==> src/logic/tm8_pkg.sv <==
package tm8_pkg;

  // Register indices on the plain register port
  localparam logic [1:0] REG_CONTROL = 2'h0;
  localparam logic [1:0] REG_COUNTER = 2'h1;
  localparam logic [1:0] REG_COMPARE = 2'h2;
  localparam logic [1:0] REG_FLAGS = 2'h3;

  // Control register field positions
  localparam int FORCE_BIT = 7;
  localparam int WAVE_LOW_BIT = 6;
  localparam int ACTION_HI_BIT = 5;
  localparam int ACTION_LO_BIT = 4;
  localparam int WAVE_HIGH_BIT = 3;
  localparam int CLKSEL_HI_BIT = 2;

  // Flag register field positions
  localparam int CMP_FLAG_BIT = 0;
  localparam int OVF_FLAG_BIT = 1;

  // Reset values
  localparam logic [7:0] CONTROL_RST = 8'h00;
  localparam logic [7:0] COUNTER_RST = 8'h00;
  localparam logic [7:0] COMPARE_RST = 8'h00;

  // Waveform modes {high, low}
  localparam logic [1:0] MODE_NORMAL = 2'h0;
  localparam logic [1:0] MODE_PHASE = 2'h1;
  localparam logic [1:0] MODE_CLEAR = 2'h2;
  localparam logic [1:0] MODE_FAST = 2'h3;

  // Compare output actions
  localparam logic [1:0] ACT_OFF = 2'h0;
  localparam logic [1:0] ACT_TOGGLE = 2'h1;
  localparam logic [1:0] ACT_CLEAR = 2'h2;
  localparam logic [1:0] ACT_SET = 2'h3;

  // Clock sources
  localparam logic [2:0] CS_STOP = 3'h0;
  localparam logic [2:0] CS_SYS = 3'h1;
  localparam logic [2:0] CS_DIV8 = 3'h2;
  localparam logic [2:0] CS_DIV64 = 3'h3;
  localparam logic [2:0] CS_DIV256 = 3'h4;
  localparam logic [2:0] CS_DIV1024 = 3'h5;
  localparam logic [2:0] CS_EXT_FALL = 3'h6;
  localparam logic [2:0] CS_EXT_RISE = 3'h7;

  // Prescaler taps as log2 of the divisor
  localparam int TAP_LOG8 = 3;
  localparam int TAP_LOG64 = 6;
  localparam int TAP_LOG256 = 8;
  localparam int TAP_LOG1024 = 10;

  localparam logic [7:0] COUNT_MAX = 8'hFF;
  localparam logic [7:0] COUNT_BOTTOM = 8'h00;
  localparam logic [8:0] PC_PERIOD_TICKS = 9'h1FE;

  typedef enum logic [1:0] {
    DIR_UP = 2'b01,
    DIR_DOWN = 2'b10
  } tm8_dir_type;

endpackage

==> src/logic/tm8_timer_ctrl.sv <==
// The placing of the registers and the strobed register port are this design's own decisions.
`timescale 1ns/1ps
// Summary of operation
// - Phase-correct period is 510 timer ticks.
// - Phase-correct extremes give constant low or high.
// - Leaving max, level at top equals up-match unless compare is max.
// - Missed up-match still applied at top.
// - All logic on system clock, tick enables.
// - Force strobe acts only in non-PWM modes.
// - Force applies match using written action bits.
// - Force sets no flag, never clears counter.
// - Force strobe bit always reads zero.
// - Mode bits 6 and 3 select mode.
// - Top source and compare update per mode.
// - Overflow at max, or bottom in phase-correct.
// - Nonzero action overrides pin; direction enables driver.
// - Non-PWM actions: off, toggle, clear, set.
// - Fast PWM: off, reserved, clear/set, set/clear.
// - Phase-correct: clear up set down, or inverse.
// - Compare equal top with high bit: top only.
// - Clock select: stop, sys, taps, external edges.
// - External pin counts even when driven out.
// - Dual slope, max held for one tick.
// - Clear-on-match returns to zero after match.
// - Counter write blocks next tick's match.
// - Compare flag set on match, cleared by ack/write.
module tm8_timer_ctrl
  import tm8_pkg::*;
#(
  parameter int PRESC_W = 10
) (
  // Clock and reset
  input wire logic core_clk_i,
  input wire logic rst_b_i,
  // Register port
  input wire logic [1:0] reg_addr_i,
  input wire logic [7:0] reg_wdata_i,
  input wire logic reg_wr_i,
  input wire logic reg_rd_i,
  output logic [7:0] reg_rdata_o,
  // Interrupt vector acknowledges
  input wire logic compare_vec_ack_i,
  input wire logic overflow_vec_ack_i,
  // Pins
  input wire logic ext_count_input_i,
  input wire logic port_data_i,
  input wire logic port_dir_out_i,
  output logic compare_pin_o,
  output logic compare_pin_oe_b_o,
  // Status
  output logic compare_wave_out_o,
  output logic compare_flag_o,
  output logic overflow_flag_o
);

  logic [7:0] timer0_control_ff;
  logic [7:0] counter_value_ff;
  logic [7:0] nxt_counter_value;
  logic [7:0] compare_buf_ff;
  logic [7:0] compare_act_ff;
  logic [7:0] compare_used;
  tm8_dir_type dir_ff;
  tm8_dir_type nxt_dir;
  logic [PRESC_W-1:0] presc_ff;
  logic sync1_ff;
  logic sync2_ff;
  logic sync3_ff;
  logic ext_level_ff;
  logic ext_rise;
  logic ext_fall;
  logic block_ff;
  logic compare_flag_ff;
  logic overflow_flag_ff;
  logic wave_ff;
  logic nxt_wave;
  logic pin_ff;
  logic pin_oe_b_ff;
  logic [7:0] rdata_ff;
  logic timer_tick;
  logic match;
  logic at_top;
  logic ovf_evt;
  logic force_hit;
  logic is_pwm;
  logic wr_ctrl;
  logic wr_cnt;
  logic wr_cmp;
  logic wr_flags;
  logic [1:0] waveform_mode_sel;
  logic [1:0] compare_output_action;
  logic [2:0] clock_source_sel;

  function automatic logic apply_action(input logic cur, input logic [1:0] act);
    case (act)
      ACT_TOGGLE: apply_action = ~cur;
      ACT_CLEAR: apply_action = 1'b0;
      ACT_SET: apply_action = 1'b1;
      default: apply_action = cur;
    endcase
  endfunction

  assign waveform_mode_sel = {timer0_control_ff[WAVE_HIGH_BIT],
                              timer0_control_ff[WAVE_LOW_BIT]};
  assign compare_output_action = timer0_control_ff[ACTION_HI_BIT:ACTION_LO_BIT];
  assign clock_source_sel = timer0_control_ff[CLKSEL_HI_BIT:0];
  assign is_pwm = timer0_control_ff[WAVE_LOW_BIT];

  assign wr_ctrl = reg_wr_i && (reg_addr_i == REG_CONTROL);
  assign wr_cnt = reg_wr_i && (reg_addr_i == REG_COUNTER);
  assign wr_cmp = reg_wr_i && (reg_addr_i == REG_COMPARE);
  assign wr_flags = reg_wr_i && (reg_addr_i == REG_FLAGS);

  // Strobe qualified by the mode bit being written, not the old one
  assign force_hit = wr_ctrl && reg_wdata_i[FORCE_BIT] && !reg_wdata_i[WAVE_LOW_BIT];

  // Strobe bit is never stored
  always_ff @(posedge core_clk_i or negedge rst_b_i) begin
    if (!rst_b_i) begin
      timer0_control_ff <= CONTROL_RST;
    end else if (wr_ctrl) begin
      timer0_control_ff <= {1'b0, reg_wdata_i[6:0]};
    end
  end

  // Free running prescaler
  always_ff @(posedge core_clk_i or negedge rst_b_i) begin
    if (!rst_b_i) begin
      presc_ff <= '0;
    end else begin
      presc_ff <= presc_ff + {{(PRESC_W-1){1'b0}}, 1'b1};
    end
  end

  // External count pin: three stages, a level counts once stages 2 and 3 agree
  always_ff @(posedge core_clk_i or negedge rst_b_i) begin
    if (!rst_b_i) begin
      sync1_ff <= 1'b0;
      sync2_ff <= 1'b0;
      sync3_ff <= 1'b0;
      ext_level_ff <= 1'b0;
    end else begin
      sync1_ff <= ext_count_input_i;
      sync2_ff <= sync1_ff;
      sync3_ff <= sync2_ff;
      if (sync2_ff == sync3_ff) begin
        ext_level_ff <= sync3_ff;
      end
    end
  end

  assign ext_rise = (sync2_ff == sync3_ff) && sync3_ff && !ext_level_ff;
  assign ext_fall = (sync2_ff == sync3_ff) && !sync3_ff && ext_level_ff;

  // Tick is a clock enable only
  always_comb begin
    case (clock_source_sel)
      CS_STOP: timer_tick = 1'b0;
      CS_SYS: timer_tick = 1'b1;
      CS_DIV8: timer_tick = &presc_ff[TAP_LOG8-1:0];
      CS_DIV64: timer_tick = &presc_ff[TAP_LOG64-1:0];
      CS_DIV256: timer_tick = &presc_ff[TAP_LOG256-1:0];
      CS_DIV1024: timer_tick = &presc_ff[TAP_LOG1024-1:0];
      CS_EXT_FALL: timer_tick = ext_fall;
      CS_EXT_RISE: timer_tick = ext_rise;
      default: timer_tick = 1'b0;
    endcase
  end

  // Compare register is buffered only in the PWM modes
  assign compare_used = is_pwm ? compare_act_ff : compare_buf_ff;

  always_ff @(posedge core_clk_i or negedge rst_b_i) begin
    if (!rst_b_i) begin
      compare_buf_ff <= COMPARE_RST;
    end else if (wr_cmp) begin
      compare_buf_ff <= reg_wdata_i;
    end
  end

  // Top and bottom updates both land on the tick leaving max
  always_ff @(posedge core_clk_i or negedge rst_b_i) begin
    if (!rst_b_i) begin
      compare_act_ff <= COMPARE_RST;
    end else if (!is_pwm || at_top) begin
      compare_act_ff <= compare_buf_ff;
    end
  end

  assign at_top = timer_tick && is_pwm && (counter_value_ff == COUNT_MAX);
  assign match = timer_tick && !block_ff && (counter_value_ff == compare_used);

  always_comb begin
    nxt_counter_value = counter_value_ff + 8'h01;
    nxt_dir = DIR_UP;
    case (waveform_mode_sel)
      MODE_CLEAR: begin
        if (counter_value_ff == compare_buf_ff) begin
          nxt_counter_value = COUNT_BOTTOM;
        end
      end
      MODE_PHASE: begin
        case (dir_ff)
          DIR_UP: begin
            if (counter_value_ff == COUNT_MAX) begin
              nxt_counter_value = counter_value_ff - 8'h01;
              nxt_dir = DIR_DOWN;
            end else begin
              nxt_dir = (nxt_counter_value == COUNT_MAX) ? DIR_DOWN : DIR_UP;
            end
          end
          DIR_DOWN: begin
            if (counter_value_ff == COUNT_BOTTOM) begin
              nxt_dir = DIR_UP;
            end else begin
              nxt_counter_value = counter_value_ff - 8'h01;
              nxt_dir = (nxt_counter_value == COUNT_BOTTOM) ? DIR_UP : DIR_DOWN;
            end
          end
          default: nxt_dir = DIR_UP;
        endcase
      end
      default: nxt_dir = DIR_UP;
    endcase
  end

  // Software write wins over a tick in the same cycle
  always_ff @(posedge core_clk_i or negedge rst_b_i) begin
    if (!rst_b_i) begin
      counter_value_ff <= COUNTER_RST;
      dir_ff <= DIR_UP;
    end else if (wr_cnt) begin
      counter_value_ff <= reg_wdata_i;
    end else if (timer_tick) begin
      counter_value_ff <= nxt_counter_value;
      dir_ff <= nxt_dir;
    end
  end

  always_ff @(posedge core_clk_i or negedge rst_b_i) begin
    if (!rst_b_i) begin
      block_ff <= 1'b0;
    end else if (wr_cnt) begin
      block_ff <= 1'b1;
    end else if (timer_tick) begin
      block_ff <= 1'b0;
    end
  end

  assign ovf_evt = timer_tick && !wr_cnt && ((waveform_mode_sel == MODE_PHASE) ?
                   (counter_value_ff == COUNT_BOTTOM) : (counter_value_ff == COUNT_MAX));

  // Set beats clear; force never reaches the flag
  always_ff @(posedge core_clk_i or negedge rst_b_i) begin
    if (!rst_b_i) begin
      compare_flag_ff <= 1'b0;
      overflow_flag_ff <= 1'b0;
    end else begin
      if (match) begin
        compare_flag_ff <= 1'b1;
      end else if (compare_vec_ack_i || (wr_flags && reg_wdata_i[CMP_FLAG_BIT])) begin
        compare_flag_ff <= 1'b0;
      end
      if (ovf_evt) begin
        overflow_flag_ff <= 1'b1;
      end else if (overflow_vec_ack_i || (wr_flags && reg_wdata_i[OVF_FLAG_BIT])) begin
        overflow_flag_ff <= 1'b0;
      end
    end
  end

  always_comb begin
    nxt_wave = wave_ff;
    if (force_hit) begin
      nxt_wave = apply_action(wave_ff, reg_wdata_i[ACTION_HI_BIT:ACTION_LO_BIT]);
    end else begin
      case (waveform_mode_sel)
        MODE_NORMAL, MODE_CLEAR: begin
          if (match) begin
            nxt_wave = apply_action(wave_ff, compare_output_action);
          end
        end
        MODE_FAST: begin
          // Code 1 is reserved and leaves the output alone
          if (compare_output_action[1]) begin
            if (match && (compare_used != COUNT_MAX)) begin
              nxt_wave = compare_output_action[0];
            end
            if (at_top) begin
              nxt_wave = ~compare_output_action[0];
            end
          end
        end
        MODE_PHASE: begin
          if (compare_output_action[1]) begin
            if (at_top) begin
              // Level at top is the up-match result unless compare sits at max
              if (compare_buf_ff == COUNT_MAX) begin
                nxt_wave = ~compare_output_action[0];
              end else begin
                nxt_wave = compare_output_action[0];
              end
            end else if (match && (compare_used != COUNT_MAX)) begin
              nxt_wave = (dir_ff == DIR_UP) ? compare_output_action[0] :
                         ~compare_output_action[0];
            end
          end
        end
        default: nxt_wave = wave_ff;
      endcase
    end
  end

  always_ff @(posedge core_clk_i or negedge rst_b_i) begin
    if (!rst_b_i) begin
      wave_ff <= 1'b0;
    end else begin
      wave_ff <= nxt_wave;
    end
  end

  // Pin mux: port data unless an action is selected
  always_ff @(posedge core_clk_i or negedge rst_b_i) begin
    if (!rst_b_i) begin
      pin_ff <= 1'b0;
      pin_oe_b_ff <= 1'b1;
    end else begin
      pin_ff <= (compare_output_action != ACT_OFF) ? wave_ff : port_data_i;
      pin_oe_b_ff <= ~port_dir_out_i;
    end
  end

  always_ff @(posedge core_clk_i or negedge rst_b_i) begin
    if (!rst_b_i) begin
      rdata_ff <= 8'h00;
    end else if (reg_rd_i) begin
      case (reg_addr_i)
        REG_CONTROL: rdata_ff <= {1'b0, timer0_control_ff[6:0]};
        REG_COUNTER: rdata_ff <= counter_value_ff;
        REG_COMPARE: rdata_ff <= compare_buf_ff;
        REG_FLAGS: rdata_ff <= {6'h00, overflow_flag_ff, compare_flag_ff};
        default: rdata_ff <= 8'h00;
      endcase
    end else begin
      rdata_ff <= 8'h00;
    end
  end

  assign reg_rdata_o = rdata_ff;
  assign compare_wave_out_o = wave_ff;
  assign compare_pin_o = pin_ff;
  assign compare_pin_oe_b_o = pin_oe_b_ff;
  assign compare_flag_o = compare_flag_ff;
  assign overflow_flag_o = overflow_flag_ff;

  // Helper for the period check: ticks between bottoms, cleared on any disturbance
  logic [8:0] period_cnt_ff;
  logic period_clean_ff;

  always_ff @(posedge core_clk_i or negedge rst_b_i) begin
    if (!rst_b_i) begin
      period_cnt_ff <= 9'h000;
      period_clean_ff <= 1'b0;
    end else if (wr_cnt || wr_ctrl || (waveform_mode_sel != MODE_PHASE)) begin
      period_clean_ff <= 1'b0;
    end else if (ovf_evt) begin
      period_cnt_ff <= 9'h001;
      period_clean_ff <= 1'b1;
    end else if (timer_tick) begin
      period_cnt_ff <= period_cnt_ff + 9'h001;
    end
  end
endmodule

==> config.mk <==
export PLATFORM = sky130hd
export DESIGN_NAME = tm8_timer_ctrl
export DESIGN_NICKNAME = d
export VERILOG_FILES = /design/src/logic/tm8_pkg.sv /design/src/logic/tm8_timer_ctrl.sv
export SDC_FILE = /design/constraint.sdc
export NUM_CORES = 1
export LEC_CHECK = 0
export BUFFER_PORTS_ARGS = -buffer_cell sky130_fd_sc_hd__buf_4
export CAP_MARGIN = 40
export CORE_MARGIN = 8
export CORE_UTILIZATION = 35
export DETAILED_ROUTE_END_ITERATION = 8
export GPL_TIMING_DRIVEN = 1
export PLACE_DENSITY = 0.55
export RECOVER_POWER = 50
export REMOVE_ABC_BUFFERS = 1
export SYNTH_ARGS = -nofsm -noshare
export SYNTH_HDL_FRONTEND = slang
export SYNTH_SLANG_ARGS = --single-unit
==> constraint.sdc <==
create_clock -name core_clk_i -period 4.7 [get_ports core_clk_i]
set_input_delay 0.705 -clock core_clk_i [delete_from_list [all_inputs] [get_ports core_clk_i]]
set_output_delay 0.705 -clock core_clk_i [all_outputs]
set_load 0.01 [all_outputs]
# --- Word-level counts from Yosys, hierarchy flattened ---
# Index checks and enable logic that the tools add are counted.
totals:
  wordCells: 141
  in_bits: 19
  regBits: 61
classes:
  eq_ne: 35
  bitwise: 4
  n_mux: 38
  n_addsub: 3
  n_reduce_logical: 44
op_table:
  columns: ["operator", "n"]
  rows:
  - ["8-bit 2-to-1 mux", 7]
  - ["8-bit one-hot mux with 2 select lines", 2]
  - ["8-bit one-hot mux with 4 select lines", 1]
  - ["8-bit equality test (second input constant)", 3]
  - ["1-bit logical AND", 19]
  - ["2-bit equality test (second input constant)", 9]
  - ["1-bit 2-to-1 mux", 18]
  - ["8-bit equality test", 2]
  - ["8-bit logical NOT", 2]
  - ["3-bit equality test (second input constant)", 4]
  - ["10-bit by 1-bit adder with 10-bit output (second input constant)", 1]
  - ["2-bit by 1-bit equality test with 1-bit output (second input constant)", 5]
  - ["2-bit 2-to-1 mux", 5]
  - ["10-bit AND reduction", 1]
  - ["3-bit inequality test (second input constant)", 3]
  - ["1-bit one-hot mux with 3 select lines", 3]
  - ["8-bit by 1-bit adder with 8-bit output (second input constant)", 1]
  - ["8-bit inequality test (second input constant)", 1]
  - ["1-bit one-hot mux with 8 select lines", 1]
  - ["8-bit AND reduction", 1]
  - ["2-bit nonzero test", 4]
  - ["8-bit by 1-bit subtractor with 8-bit output (second input constant)", 1]
  - ["7-bit AND reduction", 1]
  - ["3-bit by 2-bit equality test with 1-bit output (second input constant)", 2]
  - ["16 further kinds", 27]

# --- Logic depth before layout (Yosys ltp) ---
depth:
  ltp_word: 12
  mapped_depth: 10
  depth_no_buf: 9

# --- Least setup slack after synthesis ---
# OpenSTA, ideal clock, no wires.
synth_path:
  path_type: "register to register"
  from: "register counter_value_ff[0]"
  to: "register counter_value_ff[3]"
  path_stages_with_launch: 11
  period_less_slack_ns: 2.422
  arrival_ns: 2.289
  setup_ns: 0.134
  required_ns: 4.566
  slack_ns: 2.278
  cell_sequence: "dfrtp_1 -> clkbuf_1 -> inv_1 -> ha_1 -> or4b_1 -> o21ai_1 -> a21oi_2 -> a21bo_2 -> nand2_1 -> a2111oi_0 -> o21ai_1"
synth_via:
  elab_chain_len: 6
  word_cells_on_any_way: 12
  classes_between: "add/sub (2); eq/ne (2); mux (7); reduce/logical (1)"
synth_lines:
  columns: ["element", "line", "text"]
  rows:
  - ["start, declared", "tm8_timer_ctrl.sv:57", "logic [7:0] counter_value_ff;"]
  - ["start signal, assigned", "tm8_timer_ctrl.sv:232", "counter_value_ff <= reg_wdata_i;"]
  - ["start signal, assigned", "tm8_timer_ctrl.sv:234", "counter_value_ff <= nxt_counter_value;"]
  - ["8-bit by 1-bit subtractor with 8-bit output (tied with other cells)", "tm8_timer_ctrl.sv:205, tm8_timer_ctrl.sv:215", null]
  - ["8-bit 2-to-1 mux, on equally long branches", "tm8_timer_ctrl.sv:212, tm8_timer_ctrl.sv:204", null]
  - ["8-bit one-hot mux with 2 select lines", "tm8_timer_ctrl.sv:202", "case (dir_ff)"]
  - ["8-bit one-hot mux with 2 select lines (*)", "tm8_timer_ctrl.sv:195", "case (waveform_mode_sel)"]
  - ["8-bit 2-to-1 mux (*)", "tm8_timer_ctrl.sv:233", "end else if (timer_tick) begin"]
  - ["8-bit 2-to-1 mux (*)", "tm8_timer_ctrl.sv:231", "end else if (wr_cnt) begin"]
# Mark *: on every way between the ends. The rest lies on a longest branch, timed or not. The select of a mux whose other input is x is not followed.
# A chain may end at the register's enable or synchronous reset.

# --- Worst setup path in the final report ---
layout_path:
  from: "register presc_ff[0]"
  to: "register wave_ff (netlist: compare_wave_out_o)"
layout_via:
  elab_chain_len: 8
  word_cells_on_any_way: 20
  classes_between: "eq/ne (3); mux (7); reduce/logical (10)"
layout_lines:
  columns: ["element", "line", "text"]
  rows:
  - ["start, declared", "tm8_timer_ctrl.sv:64", "logic [PRESC_W-1:0] presc_ff;"]
  - ["start signal, assigned", "tm8_timer_ctrl.sv:130", "presc_ff <= presc_ff + {{(PRESC_W-1){1'b0}}, 1'b1};"]
  - ["10-bit AND reduction (tied with other cells)", "tm8_timer_ctrl.sv:162", "CS_DIV1024: timer_tick = &presc_ff[TAP_LOG1024-1:0];"]
  - ["1-bit one-hot mux with 8 select lines (*)", "tm8_timer_ctrl.sv:156", "case (clock_source_sel)"]
  - ["1-bit logical AND (2 in series)", "tm8_timer_ctrl.sv:189", "assign at_top = timer_tick && is_pwm && (counter_value_ff == COUNT_MAX);"]
  - ["1-bit 2-to-1 mux, on equally long branches", "tm8_timer_ctrl.sv:295, tm8_timer_ctrl.sv:288", null]
  - ["1-bit 2-to-1 mux, on equally long branches", "tm8_timer_ctrl.sv:294, tm8_timer_ctrl.sv:284", null]
  - ["1-bit one-hot mux with 3 select lines", "tm8_timer_ctrl.sv:276", "case (waveform_mode_sel)"]
  - ["1-bit 2-to-1 mux", "tm8_timer_ctrl.sv:273", "if (force_hit) begin"]
  - ["end signal, assigned", "tm8_timer_ctrl.sv:317", "wave_ff <= nxt_wave;"]
  - ["end, declared", "tm8_timer_ctrl.sv:74", "logic wave_ff;"]
# Marked as above.

==> flow_metrics.py <==
metrics = {
    "status": {
        "run_status": "finished, final reports clean",
    },
    "worst_setup_path": {
        "crit_fanout": 12,
        "end_kind": "flip-flop",
        "cp.required_ps": 4970,
        "ff2ff_setup_slack_ps": 1890,
        "cp-start-kind": "flip-flop",
        "critical_path_class": "flip-flop to flip-flop",
        "cp.arrival_ps": 3080,
    },
    "flow_run": {
        "cap_violations": 0,
    },
    "synth": {
        "ys_async_sr_fraction_pct": 100,
        "synthTopCellsByCount": "59 x dfrtp_1, 41 x nand2_1, 29 x o21ai_0, 26 x nor2_1, 23 x xnor2_1",
        "ys_seq_elements": 61,
        "synth_cell_type_count": 61,
        "yosysMostFrequentCell": "dfrtp_1",
        "synth_edf_count": 0,
        "syn-cell-area_sq_um": 3890,
        "yosysTopAreaCell": "dfrtp_1",
        "synth_ff_type": "dfrtp_1",
        "synth_top_area_share_pct": 38.0,
        "synth.area.top_cells": "dfrtp_1 38%, xnor2_1 5.2%, ha_1 4.8%",
        "ys_warn_count": 0,
        "synth_cells": 409,
        "avgSynthCellArea_sq_um": 9.50,
        "synth-seq-area-share_pct": 39.3,
    },
    "cts": {
        "cts_hold_buf": 0,
        "path_clk_slew_ps": 70,
        "tritoncts": "done",
        "post_cts_buffers": 0,
        "cts_root_buffer": "clkbuf_8",
        "htree_num_levels": 3,
        "cts_buffers": 9,
        "clockBufferDepth": 2,
        "clock_sink_count": 61,
        "clk_latency_ps": 340,
        "ctsResizeCount": 0,
    },
    "finish": {
        "fillers": 1082,
        "drive_above_1_share_pct": 17.2,
        "fin_area_sq_um": 4420,
        "antenna_cells": 0,
        "area_delta_synth_final_pct": 13.7,
        "num-nets-final": 464,
    },
    "pwr": {
        "p_per_area_nw_per_um2": 496,
        "ir_worst_vdd_mv": 0.211,
        "leakage_nw": 1.86,
    },
    "sta": {
        "timing.final.ws_setup_ps": 1890,
        "min_period_over_period_pct": 59.9,
        "clock_skew_ps": 8.44,
        "hold_ws_ps": 350,
        "final_hold_viol_count": 0,
        "setup_viol": 0,
        "fmax_ghz": 0.355,
        "max_slew_margin_pct": 30.6,
        "final.setup.tns_ps": 0,
        "worst_pin_slew_ps": 1040,
        "final-max-slew-violation-count": 0,
        "period_minus_slack_ps": 2810,
        "rsz0062_at_grt": "no",
    },
    "global_route": {
        "met1_usage_pct": 17.5,
        "gr-max-usage-layer": "met2",
        "antenna_found_initial": 0,
        "grt_overflow": 0,
        "grt_pass1_vias": 3140,
        "grt_pass1_wl_um": 16600,
        "grt_max_degree": 62,
        "grt_usage_pct": 14.2,
        "met2_usage_pct": 23.4,
        "grtUsageMet3_pct": 2.98,
    },
    "routing": {
        "wl_per_cell_um": 17.4,
        "via_count": 3103,
        "dr.pass1.iters": 4,
        "via_per_inst": 5.40,
        "drt_first_iter_violations": 150,
        "wirelength_um": 10000,
        "drc_errors": 0,
        "ant_nets": 0,
    },
    "die": {
        "core_area_sq_um": 10800,
        "fp-row-count": 38,
        "die-width_um": 121,
        "ios": 32,
        "initial_core_util_pct": 35.9,
        "dieArea_sq_um": 14700,
        "die_h_um": 121,
    },
    "placement": {
        "dp_slack_ps": 1890,
        "place_hpwl_um": 7220,
        "gp_congestion": 0.857,
        "io_buffer_count": 31,
        "place_area_sq_um": 4210,
    },
    "hold_path": {
        "holdCritPathClass": "flip-flop to flip-flop",
    },
}
per-stage QoR:
stage	total power [mW]	util, %	cells
3_5_place_dp	1.70	38.9	559
4_1_cts	2.20	40.8	575
2_1_floorplan	1.41	-	387
3_3_place_gp	1.69	38.9	559
5_1_grt	2.35	40.8	575
6_report	2.19	40.8	575
cells by family (layout without fill, tap and decap cells):
| logic type | Yosys count | after routing | share of synthesized area [%] |
|---|---|---|---|
| muxes | 38 | 38 | 11.2 |
| buffers and inverters | 38 | 64 | 3.83 |
| AOI/OAI and AO/OA | 78 | 78 | 13.8 |
| xor gates and xnor gates | 32 | 32 | 7.21 |
| adders and majority gates | 15 | 15 | 4.83 |
| and+or+nand+nor | 147 | 147 | 19.9 |
| DFF | 61 | 61 | 39.3 |
flip-flops by register name, indices dropped and copies added, names as in the netlist:
name,cells
compare_buf_ff,8
sync3_ff,1
compare_flag_o,1
timer0_control_ff,7
compare_wave_out_o,1
sync1_ff,1
compare_pin_oe_b_o,1
overflow_flag_o,1
dir_ff,2
compare_act_ff,8
presc_ff,10
block_ff,1
counter_value_ff,8
ext_level_ff,1
compare_pin_o,1
reg_rdata_o,8
sync2_ff,1
power breakdown:
| group | switching [mW] | leakage [nW] | internal (mW) |
|---|---|---|---|
| Clock | 0.200 | 0.107 | 0.296 |
| Combinational | 0.404 | 1.01 | 0.379 |
| Sequential | 0.281 | 0.746 | 0.634 |
path summary, 6_finish.rpt:
kind / cells past startpoint / endpoint / from
setup / recovery: 8 / compare_wave_out_o / presc_ff[0]
hold / removal: 0 / sync2_ff / sync1_ff
setup reg to reg: 8 / compare_wave_out_o / presc_ff[0]
hold reg to reg: 0 / sync2_ff / sync1_ff
max in group asynchronous: 1 / presc_ff[7] / rst_b_i
min in group asynchronous: 1 / compare_act_ff[3] / rst_b_i
layout make-up:
type                       instances  area (sq um)  share of cell area, %
sequential                        61          1530                   34.6
clock inverter                     5          75.1                   1.70
tap                              140           175                   3.96
multi-input combinational        310          2210                   50.0
inverter                          16          60.1                   1.36
timing repair buffer              32           240                   5.43
clock buffer                      11           131                   2.97
critical path, stage by stage, from the launching register on:
cell	delay, ps
dfrtp_1	370
ha_1	240
nand3_1	120
a2111o_1	370
a22oi_1	850
nand4_1	300
o22ai_1	270
a21oi_1	70
o22ai_1	150
metal layers:
layer	routed length, um	up-vias
li1	-	1513
met1	4460	1503
met2	4820	72
met3	540	15
met4	206	0
met5	0	-
placed cells by master, fill, tap and decap left out, types with 5 or more instances in the layout:
cell type  count
nand3_1       20
mux2_2        15
clkbuf_8       9
o21ai_0       29
mux2i_1       13
xnor2_1       23
nand3b_1       6
mux2_1         8
nand2_1       41
nor4_1         5
nor2_1        26
and2_1        10
o21ai_1        9
nor3_1         5
ha_1          15
a21oi_1        6
inv_1         16
nand4_1       11
xor2_1         9
dfrtp_1       59
buf_4         30
(Power assumes the default switching activity.)
